--- config.mk ---
export PLATFORM = sky130hd
export DESIGN_NAME = oiu_irq_unit
export DESIGN_NICKNAME = d
export VERILOG_FILES = /design/src/inc/oiu_pkg.sv /design/src/inc/oiu_evt_if.sv /design/src/hdl/oiu_irq_unit.sv /design/src/hdl/oiu_edge_latch.sv
export SDC_FILE = /design/constraint.sdc
export NUM_CORES = 1
export LEC_CHECK = 0
export BUFFER_PORTS_ARGS = -buffer_cell sky130_fd_sc_hd__buf_2
export CORE_MARGIN = 4
export CORE_UTILIZATION = 33
export CTS_BUF_LIST = sky130_fd_sc_hd__clkbuf_8
export DETAILED_ROUTE_END_ITERATION = 12
export HOLD_SLACK_MARGIN = 0.08
export PLACE_DENSITY = 0.59
export SYNTH_ARGS = -nofsm -noshare
export SYNTH_HDL_FRONTEND = slang
export SYNTH_HIERARCHICAL = 1
export SYNTH_SLANG_ARGS = --single-unit
--- constraint.sdc ---
create_clock -name i_core_clk -period 2.7 [get_ports i_core_clk]
set_input_delay 0.54 -clock i_core_clk [delete_from_list [all_inputs] [get_ports i_core_clk]]
set_output_delay 0.54 -clock i_core_clk [all_outputs]
set_load 0.01 [all_outputs]
--- src/inc/oiu_pkg.sv ---
/*
 * Constants and types shared by the transceiver interrupt unit and its
 * host model and test bench.
 * Assumes a single 100 MHz core clock and a synchronous active-low reset.
 */
package oiu_pkg;

   // Register offsets on the serial register interface
   localparam logic [7:0] OFS_LIVE      = 8'h08;
   localparam logic [7:0] OFS_LATCH_SET = 8'h0A;
   localparam logic [7:0] OFS_LATCH_CLR = 8'h0B;
   localparam logic [7:0] OFS_FALL_SET  = 8'h0C;
   localparam logic [7:0] OFS_FALL_CLR  = 8'h0D;
   localparam logic [7:0] OFS_RISE_SET  = 8'h0E;
   localparam logic [7:0] OFS_RISE_CLR  = 8'h0F;

   // Bit positions of the eight event sources
   localparam int BIT_VBUS_VALID = 0;
   localparam int BIT_SESS_VALID = 1;
   localparam int BIT_DPLUS      = 2;
   localparam int BIT_ID_GND     = 3;
   localparam int BIT_DMINUS     = 4;
   localparam int BIT_IDENT_FLOATING_FLAG   = 5;
   localparam int BIT_ATTACH     = 6;
   localparam int BIT_CARKIT     = 7;

   // Values after reset
   localparam logic [7:0] RST_LATCH = 8'h00;
   localparam logic [7:0] RST_MASK  = 8'h00;
   localparam logic [7:0] RST_PTR   = 8'h00;

   // Serial slave address, value arbitrary
   localparam logic [6:0] DEV_ADDR  = 7'h2D;

   // Bits in a serial byte
   localparam logic [3:0] BYTE_BITS = 4'h8;

   // Serial slave states
   typedef enum logic [3:0] {
      SER_IDLE,
      SER_ADDR,
      SER_ADDR_ACK,
      SER_PTR,
      SER_PTR_ACK,
      SER_WDATA,
      SER_WDATA_ACK,
      SER_RDATA,
      SER_RDATA_ACK
   } oiu_ser_st_t;

   // All state of the top module
   typedef struct packed {
      logic [10:0] sync1;
      logic [10:0] sync2;
      logic        scl_p;
      logic        sda_p;
      logic [7:0]  prev_live;
      logic        armed;
      logic [7:0]  latch;
      logic [7:0]  fall_en;
      logic [7:0]  rise_en;
      oiu_ser_st_t st;
      logic [3:0]  bitcnt;
      logic [7:0]  shreg;
      logic [7:0]  ptr;
      logic        rw;
      logic        mack;
      logic        sda_oe;
      logic        wr_go;
      logic [7:0]  wr_addr;
      logic [7:0]  wr_data;
   } oiu_state_t;

endpackage

--- src/inc/oiu_evt_if.sv ---
/*
 * Carrier between the interrupt unit core and its per-source latch logic.
 * Assumes both ends sit on the same core clock.
 */
`timescale 1ns/1ps
interface oiu_evt_if;
   logic [7:0] live;
   logic [7:0] prev;
   logic [7:0] rise_en;
   logic [7:0] fall_en;
   logic [7:0] latch;
   logic [7:0] set_bits;
   logic [7:0] clr_bits;
   logic       armed;
   logic [7:0] nxt_latch;

   modport core (
      output live, prev, rise_en, fall_en, latch, set_bits, clr_bits, armed,
      input  nxt_latch
   );
   modport edge_side (
      input  live, prev, rise_en, fall_en, latch, set_bits, clr_bits, armed,
      output nxt_latch
   );
endinterface

--- src/hdl/oiu_irq_unit.sv ---
/*
 * Interrupt unit of a USB on-the-go transceiver: live event status, an
 * edge-selected interrupt latch, rising and falling masks, and the serial
 * two-wire slave that reaches them. Shared interrupt/output-enable pin.
 * Assumes comparator and pin levels arrive asynchronously; control bits
 * (auto-attach, session-over select, pin enable, low power) come from
 * control registers on the same clock.
 */
`timescale 1ns/1ps

// Overview of operation
// - Status at 08h shows live levels, read-only
// - Bits 2..5: D+, ID grounded, D-, ID floating
// - Bit 0 is the VBUS valid comparator
// - Bit 1 is the session valid comparator
// - Auto-attach on: bit 6 shows attach done
// - Else session-over select: bit 6 shows session end
// - Bit 7 is the car kit pulse detector
// - Latch readable at 0Ah and 0Bh
// - Falling mask at 0Ch/0Dh enables true-to-false
// - Rising mask at 0Eh/0Fh enables false-to-true
// - Set address forces written ones high
// - Clear address forces written ones low; a latch edge in that cycle wins
// - Pin drives low on interrupt when enabled, low power
module oiu_irq_unit (
   // Clock and reset
   input  wire logic       i_core_clk,
   input  wire logic       i_rst_n,
   // Analog event sources, asynchronous
   input  wire logic       i_vbus_valid,
   input  wire logic       i_sess_valid,
   input  wire logic       i_dplus_high_flag,
   input  wire logic       i_ident_grounded_flag,
   input  wire logic       i_dminus_high_flag,
   input  wire logic       i_ident_floating_flag,
   input  wire logic       i_dplus_pullup_connect,
   input  wire logic       i_sess_end,
   input  wire logic       i_carkit_pulse_flag,
   // Control bits from the control registers, same clock
   input  wire logic       i_autoattach_en,
   input  wire logic       i_sess_over_sel,
   input  wire logic       i_int_pin_en,
   input  wire logic       i_low_power,
   // Serial register interface pins
   input  wire logic       i_scl,
   input  wire logic       i_sda,
   output logic            o_sda_o,
   output logic            o_sda_oe,
   // Shared output-enable / interrupt pin
   output logic            o_oe_int_n_o,
   output logic            o_oe_int_oe,
   // Interrupt pending level
   output logic            o_int_pending
);

   oiu_pkg::oiu_state_t state_ff;
   oiu_pkg::oiu_state_t nxt_state;
   oiu_evt_if           evt ();

   logic [10:0] raw_in;
   logic [7:0]  live;
   logic        scl_s;
   logic        sda_s;
   logic        scl_rise;
   logic        scl_fall;
   logic        start_cond;
   logic        stop_cond;
   logic        pending;
   logic [7:0]  rd_byte;

   // Bundle asynchronous inputs for the two-stage synchroniser
   assign raw_in = {i_sda, i_scl, i_carkit_pulse_flag, i_sess_end,
                    i_dplus_pullup_connect, i_ident_floating_flag,
                    i_dminus_high_flag, i_ident_grounded_flag,
                    i_dplus_high_flag, i_sess_valid, i_vbus_valid};

   // Live source vector, built from second-stage values only
   always_comb
   begin
      live = 8'h00;
      live[oiu_pkg::BIT_VBUS_VALID] = state_ff.sync2[0];
      live[oiu_pkg::BIT_SESS_VALID] = state_ff.sync2[1];
      live[oiu_pkg::BIT_DPLUS]      = state_ff.sync2[2];
      live[oiu_pkg::BIT_ID_GND]     = state_ff.sync2[3];
      live[oiu_pkg::BIT_DMINUS]     = state_ff.sync2[4];
      live[oiu_pkg::BIT_IDENT_FLOATING_FLAG]   = state_ff.sync2[5];
      // Auto-attach takes priority; with neither selected bit 6 reads zero
      if (i_autoattach_en)
         live[oiu_pkg::BIT_ATTACH] = state_ff.sync2[6];
      else if (i_sess_over_sel)
         live[oiu_pkg::BIT_ATTACH] = state_ff.sync2[7];
      live[oiu_pkg::BIT_CARKIT]     = state_ff.sync2[8];
   end

   // Serial line conditions from synchronised levels
   assign scl_s      = state_ff.sync2[9];
   assign sda_s      = state_ff.sync2[10];
   assign scl_rise   = scl_s & ~state_ff.scl_p;
   assign scl_fall   = ~scl_s & state_ff.scl_p;
   assign start_cond = scl_s & state_ff.scl_p & state_ff.sda_p & ~sda_s;
   assign stop_cond  = scl_s & state_ff.scl_p & ~state_ff.sda_p & sda_s;

   // Register read map; unmapped offsets read as zero
   function automatic logic [7:0] rd_sel(input logic [7:0] addr,
                                         input logic [7:0] lv,
                                         input oiu_pkg::oiu_state_t s);
      logic [7:0] d;
      d = 8'h00;
      case (addr)
         oiu_pkg::OFS_LIVE:      d = lv;
         oiu_pkg::OFS_LATCH_SET: d = s.latch;
         oiu_pkg::OFS_LATCH_CLR: d = s.latch;
         oiu_pkg::OFS_FALL_SET:  d = s.fall_en;
         oiu_pkg::OFS_FALL_CLR:  d = s.fall_en;
         oiu_pkg::OFS_RISE_SET:  d = s.rise_en;
         oiu_pkg::OFS_RISE_CLR:  d = s.rise_en;
         default:                d = 8'h00;
      endcase
      return d;
   endfunction

   // Byte the pointer selects, snapshotted when a read byte starts
   assign rd_byte = rd_sel(state_ff.ptr, live, state_ff);

   // Drive the edge/latch slice from registered state
   assign evt.live     = live;
   assign evt.prev     = state_ff.prev_live;
   assign evt.rise_en  = state_ff.rise_en;
   assign evt.fall_en  = state_ff.fall_en;
   assign evt.latch    = state_ff.latch;
   assign evt.armed    = state_ff.armed;
   assign evt.set_bits = (state_ff.wr_go && state_ff.wr_addr == oiu_pkg::OFS_LATCH_SET)
                         ? state_ff.wr_data : 8'h00;
   assign evt.clr_bits = (state_ff.wr_go && state_ff.wr_addr == oiu_pkg::OFS_LATCH_CLR)
                         ? state_ff.wr_data : 8'h00;

   oiu_edge_latch u_edge_latch (
      .evt (evt)
   );

   // Next-state logic: synchroniser, masks, latch and serial slave
   always_comb
   begin
      nxt_state           = state_ff;
      nxt_state.sync1     = raw_in;
      nxt_state.sync2     = state_ff.sync1;
      nxt_state.scl_p     = scl_s;
      nxt_state.sda_p     = sda_s;
      nxt_state.prev_live = live;
      // First cycle after reset only captures levels, avoiding false edges
      nxt_state.armed     = 1'b1;
      nxt_state.latch     = evt.nxt_latch;
      nxt_state.wr_go     = 1'b0;

      // Mask writes, applied one cycle after the data byte completes
      if (state_ff.wr_go)
      begin
         case (state_ff.wr_addr)
            oiu_pkg::OFS_FALL_SET: nxt_state.fall_en = state_ff.fall_en | state_ff.wr_data;
            oiu_pkg::OFS_FALL_CLR: nxt_state.fall_en = state_ff.fall_en & ~state_ff.wr_data;
            oiu_pkg::OFS_RISE_SET: nxt_state.rise_en = state_ff.rise_en | state_ff.wr_data;
            oiu_pkg::OFS_RISE_CLR: nxt_state.rise_en = state_ff.rise_en & ~state_ff.wr_data;
            default:               nxt_state.wr_go = 1'b0;
         endcase
      end

      // Serial slave: sample on SCL rise, change SDA on SCL fall
      if (start_cond)
      begin
         nxt_state.st     = oiu_pkg::SER_ADDR;
         nxt_state.bitcnt = 4'h0;
         nxt_state.sda_oe = 1'b0;
      end
      else if (stop_cond)
      begin
         nxt_state.st     = oiu_pkg::SER_IDLE;
         nxt_state.sda_oe = 1'b0;
      end
      else if (scl_rise)
      begin
         case (state_ff.st)
            oiu_pkg::SER_ADDR, oiu_pkg::SER_PTR, oiu_pkg::SER_WDATA:
            begin
               nxt_state.shreg  = {state_ff.shreg[6:0], sda_s};
               nxt_state.bitcnt = state_ff.bitcnt + 4'h1;
            end
            oiu_pkg::SER_RDATA:     nxt_state.bitcnt = state_ff.bitcnt + 4'h1;
            oiu_pkg::SER_RDATA_ACK: nxt_state.mack = ~sda_s;
            default:                nxt_state.mack = state_ff.mack;
         endcase
      end
      else if (scl_fall)
      begin
         case (state_ff.st)
            oiu_pkg::SER_ADDR:
            begin
               if (state_ff.bitcnt == oiu_pkg::BYTE_BITS)
               begin
                  // Answer only our own address; others are left alone
                  if (state_ff.shreg[7:1] == oiu_pkg::DEV_ADDR)
                  begin
                     nxt_state.st     = oiu_pkg::SER_ADDR_ACK;
                     nxt_state.rw     = state_ff.shreg[0];
                     nxt_state.sda_oe = 1'b1;
                  end
                  else
                     nxt_state.st = oiu_pkg::SER_IDLE;
               end
            end
            oiu_pkg::SER_ADDR_ACK, oiu_pkg::SER_RDATA_ACK:
            begin
               nxt_state.bitcnt = 4'h0;
               if ((state_ff.st == oiu_pkg::SER_ADDR_ACK && state_ff.rw) ||
                   (state_ff.st == oiu_pkg::SER_RDATA_ACK && state_ff.mack))
               begin
                  // Snapshot the byte now; the pointer then advances
                  nxt_state.shreg  = rd_byte;
                  nxt_state.sda_oe = ~rd_byte[7];
                  nxt_state.ptr    = state_ff.ptr + 8'h01;
                  nxt_state.st     = oiu_pkg::SER_RDATA;
               end
               else if (state_ff.st == oiu_pkg::SER_ADDR_ACK)
               begin
                  nxt_state.sda_oe = 1'b0;
                  nxt_state.st     = oiu_pkg::SER_PTR;
               end
               else
               begin
                  nxt_state.sda_oe = 1'b0;
                  nxt_state.st     = oiu_pkg::SER_IDLE;
               end
            end
            oiu_pkg::SER_PTR, oiu_pkg::SER_WDATA:
            begin
               if (state_ff.bitcnt == oiu_pkg::BYTE_BITS)
               begin
                  nxt_state.sda_oe = 1'b1;
                  if (state_ff.st == oiu_pkg::SER_PTR)
                  begin
                     nxt_state.ptr = state_ff.shreg;
                     nxt_state.st  = oiu_pkg::SER_PTR_ACK;
                  end
                  else
                  begin
                     nxt_state.wr_go   = 1'b1;
                     nxt_state.wr_addr = state_ff.ptr;
                     nxt_state.wr_data = state_ff.shreg;
                     nxt_state.ptr     = state_ff.ptr + 8'h01;
                     nxt_state.st      = oiu_pkg::SER_WDATA_ACK;
                  end
               end
            end
            oiu_pkg::SER_PTR_ACK, oiu_pkg::SER_WDATA_ACK:
            begin
               nxt_state.sda_oe = 1'b0;
               nxt_state.bitcnt = 4'h0;
               nxt_state.st     = oiu_pkg::SER_WDATA;
            end
            oiu_pkg::SER_RDATA:
            begin
               if (state_ff.bitcnt == oiu_pkg::BYTE_BITS)
               begin
                  // Release the line for the master's acknowledge
                  nxt_state.sda_oe = 1'b0;
                  nxt_state.st     = oiu_pkg::SER_RDATA_ACK;
               end
               else
               begin
                  nxt_state.shreg  = {state_ff.shreg[6:0], 1'b0};
                  nxt_state.sda_oe = ~state_ff.shreg[6];
               end
            end
            default: nxt_state.sda_oe = 1'b0;
         endcase
      end
   end

   // State register
   always_ff @(posedge i_core_clk)
   begin
      if (!i_rst_n)
      begin
         state_ff         <= '0;
         state_ff.sync1   <= 11'h600;  // Serial lines idle high
         state_ff.sync2   <= 11'h600;
         state_ff.scl_p   <= 1'b1;
         state_ff.sda_p   <= 1'b1;
         state_ff.latch   <= oiu_pkg::RST_LATCH;
         state_ff.fall_en <= oiu_pkg::RST_MASK;
         state_ff.rise_en <= oiu_pkg::RST_MASK;
         state_ff.ptr     <= oiu_pkg::RST_PTR;
         state_ff.st      <= oiu_pkg::SER_IDLE;
      end
      else
         state_ff <= nxt_state;
   end

   // Interrupt indication and the shared pin
   assign pending       = |state_ff.latch;
   assign o_int_pending = pending;
   assign o_oe_int_oe   = i_int_pin_en & i_low_power;
   assign o_oe_int_n_o  = ~pending;
   assign o_sda_o       = 1'b0;                             // Open drain: only pulls low
   assign o_sda_oe      = state_ff.sda_oe;

endmodule // oiu_irq_unit

--- src/hdl/oiu_edge_latch.sv ---
/*
 * Per-source transition detection and next value of the interrupt latch.
 * Purely combinational; the core registers the result.
 * Assumes live and prev are already synchronised to the core clock.
 */
`timescale 1ns/1ps
module oiu_edge_latch (
   // Event carrier
   oiu_evt_if.edge_side evt
);

   // One slice per source; an event or a host set beats a host clear
   genvar g;
   generate
      for (g = 0; g < 8; g = g + 1)
      begin : g_src
         logic rise_hit;
         logic fall_hit;
         assign rise_hit = evt.armed & evt.live[g] & ~evt.prev[g] & evt.rise_en[g];
         assign fall_hit = evt.armed & ~evt.live[g] & evt.prev[g] & evt.fall_en[g];
         assign evt.nxt_latch[g] = rise_hit | fall_hit | evt.set_bits[g]
                                   | (evt.latch[g] & ~evt.clr_bits[g]);
      end
   endgenerate

endmodule // oiu_edge_latch

==> summary.txt, run 1 <==
Outcome
  • Status: completed

Yosys
  • YS warnings: 6
  • Gate Count Post-Synth: 575
  • Synth cell types: 64
  • Mapped Nets: 602
  • Seq/Total Area, Yosys: 41.2%
  • EDFF count, synth: 0
  • Synth area leader: dfxtp_1
  • Largest cells by area after synthesis: dfxtp_1 41%, and2_1 6.8%, nand2_1 4.8%
  • Asr flop ratio synth: 0%
  • Post-synth top cells: 101 x dfxtp_1, 63 x nand2_1, 53 x and2_1
  • Synth Cell Area: 4900 um^2
  • Most common cell in the netlist: dfxtp_1
  • Post-synth top area share: 41.2%
  • Main flop type after synthesis: dfxtp_1
  • Syn_area_per_cell: 8.53 um^2
  • Synthesis-stage register bit count: 101

Placement
  • PortBufs: 20
  • Placer Congestion: 0.880
  • Final HPWL DP: 8220 um

CTS
  • CTS tree: done
  • Max clock buf depth: 2
  • Clock sink count: 101
  • Number of setup buffers added after CTS: 0
  • Post-CTS resize count: 0
  • Root Buffer: clkbuf_8
  • CTS Hold Bufs: 0
  • Clock transition at the registers of the reported paths: 0.09 ns
  • Clock Latency Late Sink: 0.37 ns
  • H-tree levels: 3
  • CTS Buf Count: 9

STA
  • RSZ-0062 raised after global routing: no
  • Highest clock rate: 416 MHz
  • Fin Setup TNS: 0 ns
  • Rel. slew slack: 51.7%
  • Hold Fails Final Rpt: 0
  • Clock skew: 0.00767 ns
  • Slew Viols, Final: 0
  • Fin crit share: 89.0%
  • Setup Viol. Count Final: 0
  • Final min period: 2.40 ns
  • Worst-margin pin slew: 0.724 ns

Finish
  • Number of diodes: 0
  • Share of layout cells above drive strength 1: 10.7%
  • Final nets: 609
  • Final core occ: 36.8%
  • P&R area growth vs syn: 9.06%

Worst setup path
  • CP arrival: 2.70 ns
  • Peak fanout along the critical path: 14
  • Req. time, crit path: 3.00 ns
  • Critical Path End Type: flop
  • Crit path kind: flop to flop
  • Startpoint types: flop

Drt
  • DRC Markers: 0
  • Iter 0 DRT Violations: 452
  • Drt via density: 5.36
  • DRT Pass-1 Iters: 6
  • WL/cell: 15.4 um
  • Vias: 4130
  • Routed WL: 11900 um
  • Post-route ant nets: 0

Die
  • Initial Utilization: 33.7%
  • Die X: 130 um
  • Core area: 14500 um^2
  • Die Y: 130 um
  • # rows: 44
  • I/O pins: 22
  • Die area: 16900 um^2

Global route
  • First-pass GRT wire length: 19600 um
  • Total Routing Usage GR: 14.4%
  • Number of global-route vias before repair: 3751
  • Largest net degree at the start of global routing: 48
  • GRT overflow: 0
  • Initial antenna violation count: 0

Pwr
  • Static Leak: 0.00182 uW
  • PD cells: 482 nW/um^2
  • VDD IR max: 0.274 mV

Min path
  • Worst Hold Class: input port to flop

Job
  • MaxCap Viol Count: 0
final timing paths:
path                        startpoint  slack [ns]                   endpoint  cells after the start
max reg2reg  state_ff[42]$_SDFFE_PP0P_        0.30  state_ff[31]$_SDFFE_PN0P_                      6
min reg2reg   nxt_state[89]$_SDFF_PN1_        0.42   nxt_state[77]$_SDFF_PN1_                      1
max          state_ff[42]$_SDFFE_PP0P_        0.30  state_ff[31]$_SDFFE_PN0P_                      6
min                              i_sda        0.35   nxt_state[89]$_SDFF_PN1_                      2
cell usage in the layout (no fill, tap or decap), drive strengths merged, types with 10 or more instances in the layout:
cell type | netlist | layout
o21ai | 27 | 27
nand3 | 15 | 15
a221o | 15 | 15
buf | 15 | 32
nand3b | 14 | 14
nor2 | 41 | 41
dfxtp | 101 | 101
mux2i | 23 | 23
inv | 22 | 25
a21oi | 43 | 43
nor3 | 15 | 15
and2 | 53 | 53
nand2 | 63 | 63
ha | 10 | 10
critical path, cell delays in order (launching register included):
cell and delay [ns]:
dfxtp_1 0.63, and4b_1 0.53, a21oi_2 0.13, a2111oi_4 0.57, buf_4 0.26, o21ai_0 0.08
a21oi_1 0.13
through the flow:
stage | worst slack (ns) | cells | hold WS (ns) | area, um^2 | power (uW)
after floorplan | 0.716 | 575 | 0.386 | 4900 | 1630
after global placement | 0.467 | 755 | 0.388 | 5150 | 1660
after detailed placement | 0.371 | 755 | 0.399 | 5150 | 1670
after CTS | 0.350 | 771 | 0.335 | 5350 | 2620
after global routing | 0.0812 | 771 | 0.344 | 5350 | 2680
final | 0.298 | 771 | 0.350 | 5350 | 2580
cells by family (layout without fill, tap and decap cells):
logic type	count (synthesis)	in the layout	synth area share [%]
fa+ha+maj	10	10	2.55
simple gates	246	246	26.7
buf+inv	58	70	5.36
xor+xnor	2	2	0.357
mux	24	24	4.93
compound gates	133	133	18.8
flops	101	101	41.2
other cells	1	1	0.0765
per-layer routing:
layer	up-vias	GRT usage [%]	wire length [um]
met5	-	0	0
met4	0	3.67	170
met3	15	3.23	650
met2	118	22.8	5460
met1	1963	19.9	5610
li1	2034	-	-
final cells by class:
class	count	area, um^2
fillers	1500	9190
multi-input cells	416	2630
flip-flops and latches	101	2020
well taps	184	230
repair buffers	32	190
clock buffers	9	124
inverters	22	82.6
clock inverters	7	67.6
power breakdown:
group | total [uW] | internal (uW) | switching, uW
logic | 104 | 40.8 | 63.0
clock network | 946 | 426 | 521
registers | 1530 | 1510 | 15.6
Power figures use the tool's default switching activity.
==> run 2, diff against run 1 <==
==> constraint.sdc (replaced) <==
create_clock -name i_core_clk -period 2.7 [get_ports i_core_clk]
set_input_delay 0.135 -clock i_core_clk [delete_from_list [all_inputs] [get_ports i_core_clk]]
set_output_delay 0.135 -clock i_core_clk [all_outputs]
set_load 0.01 [all_outputs]
==> run 2 against run 1 <==
Maximum frequency up 0.45%; critical path depth unchanged; final cell count up 1.4%.
==> summary.txt, run 2 (synthesized netlist as in run 1, its figures left out) <==
Finish
  • P&R area growth vs syn: 11.4%
  • Final Instance Count excl. Fillers: 782
  • Commonest non-fill, non-tap cells in the layout: 101 x dfxtp_1, 63 x nand2_1, 53 x and2_1
  • Share of layout cells above drive strength 1: 10.7%
  • Final core occ: 37.6%
  • Most common cell after layout, fill and taps aside: dfxtp_1
  • Fillers: 1478
  • Number of diodes: 0
  • Register area: 2020 um^2
  • Multi-input logic area: 2630 um^2
  • Final nets: 620

CTS
  • Root Buffer: clkbuf_8
  • Max clock buf depth: 2
  • Post-CTS resize count: 0
  • Clock transition at the registers of the reported paths: 0.10 ns
  • Number of setup buffers added after CTS: 0
  • Clock Latency Late Sink: 0.38 ns
  • H-tree levels: 3
  • CTS Buf Count: 9
  • CTS tree: done
  • CTS Hold Bufs: 11
  • Clock sink count: 101

STA
  • Setup Viol. Count Final: 0
  • Highest clock rate: 418 MHz
  • Worst-margin pin slew: 0.966 ns
  • Hold Fails Final Rpt: 0
  • Slew Viols, Final: 0
  • RSZ-0062 raised after global routing: no
  • Fin crit share: 88.6%
  • WHS: 0.254 ns
  • Clock skew: 0.0120 ns
  • Rel. slew slack: 35.5%
  • Fin Setup TNS: 0 ns
  • Final min period: 2.39 ns

Global route
  • First-pass GRT wire length: 19900 um
  • Initial antenna violation count: 0
  • Largest net degree at the start of global routing: 60
  • Total Routing Usage GR: 14.6%
  • Number of global-route vias before repair: 3920
  • GRT overflow: 0

Drt
  • Routed WL: 12000 um
  • DRT Pass-1 Iters: 5
  • Vias: 4219
  • Iter 0 DRT Violations: 314
  • Drt via density: 5.40
  • DRC Markers: 0
  • WL/cell: 15.3 um
  • Post-route ant nets: 0

Die
  • Die X: 130 um
  • # rows: 44
  • I/O pins: 22
  • Die Y: 130 um
  • Core area: 14500 um^2
  • Die area: 16900 um^2
  • Initial Utilization: 33.7%

Placement
  • Final HPWL DP: 8060 um
  • PortBufs: 20
  • Placed insts: 755
  • Placer Congestion: 0.875

Job
  • MaxCap Viol Count: 0

Pwr
  • Sequential power share: 58.2%
  • Logic pwr share: 4.4%
  • Psw: 629 uW
  • VDD IR max: 0.319 mV
  • Static Leak: 0.00186 uW
  • Overall power: 2620 uW
  • PD cells: 480 nW/um^2
  • Clock power frac: 37.4%
  • P_int: 2000 uW
  • Sw Ratio: 23.9%

Worst setup path
  • Req. time, crit path: 3.01 ns
  • Peak fanout along the critical path: 14
  • Critical Path End Type: flop
  • Critical-path cell list: and4b_1, a21oi_2, a2111oi_4, buf_4, o21ai_0, a21oi_1
  • Max stage delay on crit path: 0.61 ns
  • CP arrival: 2.70 ns
  • Crit-path slowest cell: dfxtp_1
  • Crit path kind: flop to flop
  • Startpoint types: flop

Outcome
  • Status: completed

Min path
  • Worst Hold Class: input port to flop
[run 2: cell types whose count changed in the layout (fill, tap and decap cells not counted), sizes merged]
cell	before	now
clkinvlp	1	2
clkinv	2	1
dlygate4sd3	0	11
[run 2: layout make-up]
type	instances	area share (%)
repair buffers	43	5.50
clock buffers	9	2.27
flip-flops and latches	101	37.0
clock inverters	7	1.35
well taps	184	4.21
inverters	22	1.51
multi-input cells	416	48.1
[run 2: through the flow]
step	instance area, um^2	worst slack, ns
after floorplan	4900	0.716
after global placement	5150	0.465
after detailed placement	5150	0.374
after CTS	5460	0.346
after global routing	5460	0.0957
final	5460	0.309
[run 2: layer usage]
| metal | track usage [%] | vias up | routed length, um | share of wire [%] |
|---|---|---|---|---|
| met1 | 20.2 | 2053 | 6070 | 51 |
| li1 | - | 2060 | - | - |
| met3 | 3.19 | 14 | 426 | 3.6 |
| met4 | 4.03 | 0 | 152 | 1.3 |
| met5 | 0 | - | 0 | 0 |
| met2 | 23.2 | 92 | 5330 | 44 |
[run 2: final timing paths]
kind	start	to	slack, ns	cells after the start
min reg2reg	nxt_state[89]$_SDFF_PN1_	nxt_state[77]$_SDFF_PN1_	0.41	1
min	i_autoattach_en	evt.prev[6]$_SDFF_PN0_	0.25	4
max	state_ff[42]$_SDFFE_PP0P_	state_ff[29]$_SDFFE_PN0P_	0.31	6
max reg2reg	state_ff[42]$_SDFFE_PP0P_	state_ff[29]$_SDFFE_PN0P_	0.31	6
[run 2: power groups by stage]
stage	logic [uW]	registers [uW]	clock network (uW)
detailed placement	104	1560	0
CTS	117	1530	1010
floorplan	73.5	1550	0
finish	117	1530	981
global route	130	1530	1060
global placement	102	1560	0
[run 2: worst max-delay path, delay by kind of cell, from the launching register on]
kind                   cells  cell delay [ns]
AOI/OAI and AO/OA          4             0.95
DFF                        1             0.61
and+or+nand+nor            1             0.50
buffers and inverters      1             0.27
==> run 3, diff against run 2 <==
--- a/config.mk
+++ b/config.mk
@@ -14,5 +14,4 @@
 export PLACE_DENSITY = 0.59
 export SYNTH_ARGS = -nofsm -noshare
 export SYNTH_HDL_FRONTEND = slang
-export SYNTH_HIERARCHICAL = 1
 export SYNTH_SLANG_ARGS = --single-unit
==> run 3 against run 2 <==
Clock power down 1%; die area shrank 1.0%; setup slack improved by 0.077 ns; combinational power decreased by 13%; flip-flop and latch count unchanged; critical path type unchanged; largest cell class unchanged.
==> summary.txt, run 3 <==
Min path
  • Min-Delay Startpoint: i_autoattach_en
  • Worst hold endpoint: evt.prev[6]$_SDFF_PN0_
  • Hold Path Depth: 3
  • Worst Hold Class: input port to flop

Worst setup path
  • Req. time, crit path: 2.97 ns
  • Internal reg-to-reg setup slack: 0.39 ns
  • CP arrival: 2.59 ns
  • Max stage delay on crit path: 0.85 ns
  • Crit-path slowest cell: dfxtp_1
  • Worst R2R Start: state_ff[22]$_SDFFE_PN0P_
  • Critical Path End Type: flop
  • Crit-path leading delay family: flip-flops
  • Startpoint types: flop
  • Crit path kind: flop to flop
  • FF-to-FF path depth: 5
  • Peak fanout along the critical path: 17
  • Critical-path cell list: and3b_1, a22o_1, a21oi_1, a221oi_1, nor4_1
  • Worst r2r dst: o_sda_oe$_SDFFE_PP0P_
  • Buf/Inv on CP: 0

Die
  • Die area: 16700 um^2
  • Die Y: 129 um
  • Core area: 14500 um^2
  • I/O pins: 22
  • Die X: 129 um
  • Initial Utilization: 33.5%
  • # rows: 44

STA
  • Hold Fails Final Rpt: 0
  • RSZ-0062 raised after global routing: no
  • Fin crit share: 85.7%
  • Highest clock rate: 432 MHz
  • Final min period: 2.31 ns
  • Slew Viols, Final: 0
  • Setup Viol. Count Final: 0
  • Worst-margin pin slew: 0.788 ns
  • Fin Setup TNS: 0 ns
  • Rel. slew slack: 47.4%
  • Clock skew: 0.0129 ns

CTS
  • Clock transition at the registers of the reported paths: 0.10 ns
  • CTS tree: done
  • Root Buffer: clkbuf_8
  • Clock Latency Late Sink: 0.37 ns
  • CTS Hold Bufs: 13
  • H-tree levels: 3
  • Post-CTS resize count: 0
  • Number of setup buffers added after CTS: 0
  • CTS Buf Count: 9
  • Clock sink count: 101
  • Max clock buf depth: 2

Finish
  • P&R area growth vs syn: 11.2%
  • Final core occ: 37.2%
  • Number of diodes: 0
  • Final nets: 610
  • Most common cell after layout, fill and taps aside: dfxtp_1
  • Share of layout cells above drive strength 1: 9.18%
  • Commonest non-fill, non-tap cells in the layout: 101 x dfxtp_1, 82 x nand2_1, 57 x a21oi_1
  • Fillers: 1457

Pwr
  • Sw Ratio: 23.3%
  • P_int: 1990 uW
  • Logic pwr share: 3.9%
  • Overall power: 2600 uW
  • Psw: 607 uW
  • PD cells: 482 nW/um^2
  • VDD IR max: 0.262 mV
  • Static Leak: 0.00190 uW
  • Clock power frac: 37.2%
  • Sequential power share: 58.9%

Placement
  • PortBufs: 20
  • Final HPWL DP: 8020 um
  • Placer Congestion: 0.859

Yosys
  • Post-synth top cells: 101 x dfxtp_1, 82 x nand2_1, 57 x a21oi_1
  • YS warnings: 0
  • Syn_area_per_cell: 8.54 um^2
  • Main flop type after synthesis: dfxtp_1
  • Gate Count Post-Synth: 568
  • Synth cell types: 73
  • Post-synth top area share: 41.7%
  • Synth Cell Area: 4850 um^2
  • Mapped Nets: 595
  • Largest cells by area after synthesis: dfxtp_1 42%, nand2_1 6.3%, a21oi_1 5.9%
  • EDFF count, synth: 0
  • Synthesis-stage register bit count: 101
  • Most common cell in the netlist: dfxtp_1
  • Asr flop ratio synth: 0%
  • Seq/Total Area, Yosys: 41.7%
  • Synth area leader: dfxtp_1

Outcome
  • Status: completed

Global route
  • Total Routing Usage GR: 14.5%
  • First-pass GRT wire length: 19700 um
  • Number of global-route vias before repair: 3922
  • Initial antenna violation count: 0
  • GRT overflow: 0
  • Largest net degree at the start of global routing: 45

Drt
  • DRT Pass-1 Iters: 6
  • Iter 0 DRT Violations: 274
  • Routed WL: 11800 um
  • Vias: 4211
  • Post-route ant nets: 0
  • WL/cell: 15.3 um
  • DRC Markers: 0
  • Drt via density: 5.45

Job
  • MaxCap Viol Count: 0
[run 3: worst register-to-register path, stage by stage (launching register included)]
cell	delay (ns)
dfxtp_1	0.85
and3b_1	0.41
a22o_1	0.29
a21oi_1	0.26
a221oi_1	0.15
nor4_1	0.24
[run 3: cell type report]
cell class              instances  area, um^2  area share (%)
repair buffers                 44         313            5.80
inverters                      13        48.8           0.905
clock buffers                   9         124            2.30
clock inverters                 7        73.8            1.37
well taps                     184         230            4.27
flip-flops and latches        101        2020            37.5
multi-input cells             414        2580            47.8
[run 3: logic make-up after synthesis]
logic type,share of synthesized area [%]
and+or+nand+nor,23.9
buffers and inverters,5.11
AOI/OAI and AO/OA,21.5
adders and majority gates,2.58
xor gates and xnor gates,0.361
muxes,4.77
DFF,41.7
other,0.0773
[run 3: power groups by stage]
stage          logic (uW)  registers [uW]  clock network [uW]
2_1_floorplan        65.9            1550                   0
3_3_place_gp         87.1            1560                   0
3_5_place_dp         88.9            1560                   0
4_1_cts               103            1530                1000
5_1_grt               115            1530                1050
6_report              102            1530                 968
[run 3: metrics by stage]
step                hold slack [ns]  cells  setup WS, ns  cell area [um^2]
finish                       0.0911    772         0.386              5390
global route                  0.114    772         0.259              5390
CTS                          0.0869    772         0.401              5390
detailed placement            0.325    743         0.448              5060
global placement              0.316    743         0.460              5060
floorplan                     0.163    568         0.675              4850
[run 3: routing by layer]
metal | part of all wire (%) | GRT usage [%] | vias up
met5 | 0 | 0 | -
met4 | 2.0 | 4.94 | 0
met3 | 3.6 | 2.89 | 19
met2 | 47 | 23.9 | 82
met1 | 47 | 18.9 | 2041
li1 | - | - | 2069
[run 3: worst max path at each step]
stage | from | end | slack, ns | cells past startpoint
after CTS | state_ff[22]$_SDFFE_PN0P_ | o_sda_oe$_SDFFE_PP0P_ | 0.40 | 5
final | state_ff[22]$_SDFFE_PN0P_ | o_sda_oe$_SDFFE_PP0P_ | 0.39 | 5
after detailed placement | state_ff[22]$_SDFFE_PN0P_ | o_sda_oe$_SDFFE_PP0P_ | 0.45 | 5
after floorplan | state_ff[78]$_SDFF_PN1_ | state_ff[8]$_SDFFE_PN0P_ | 0.67 | 10
after global placement | state_ff[22]$_SDFFE_PN0P_ | o_sda_oe$_SDFFE_PP0P_ | 0.46 | 5
after global routing | state_ff[40]$_SDFFE_PN0P_ | state_ff[13]$_SDFFE_PN0P_ | 0.26 | 5
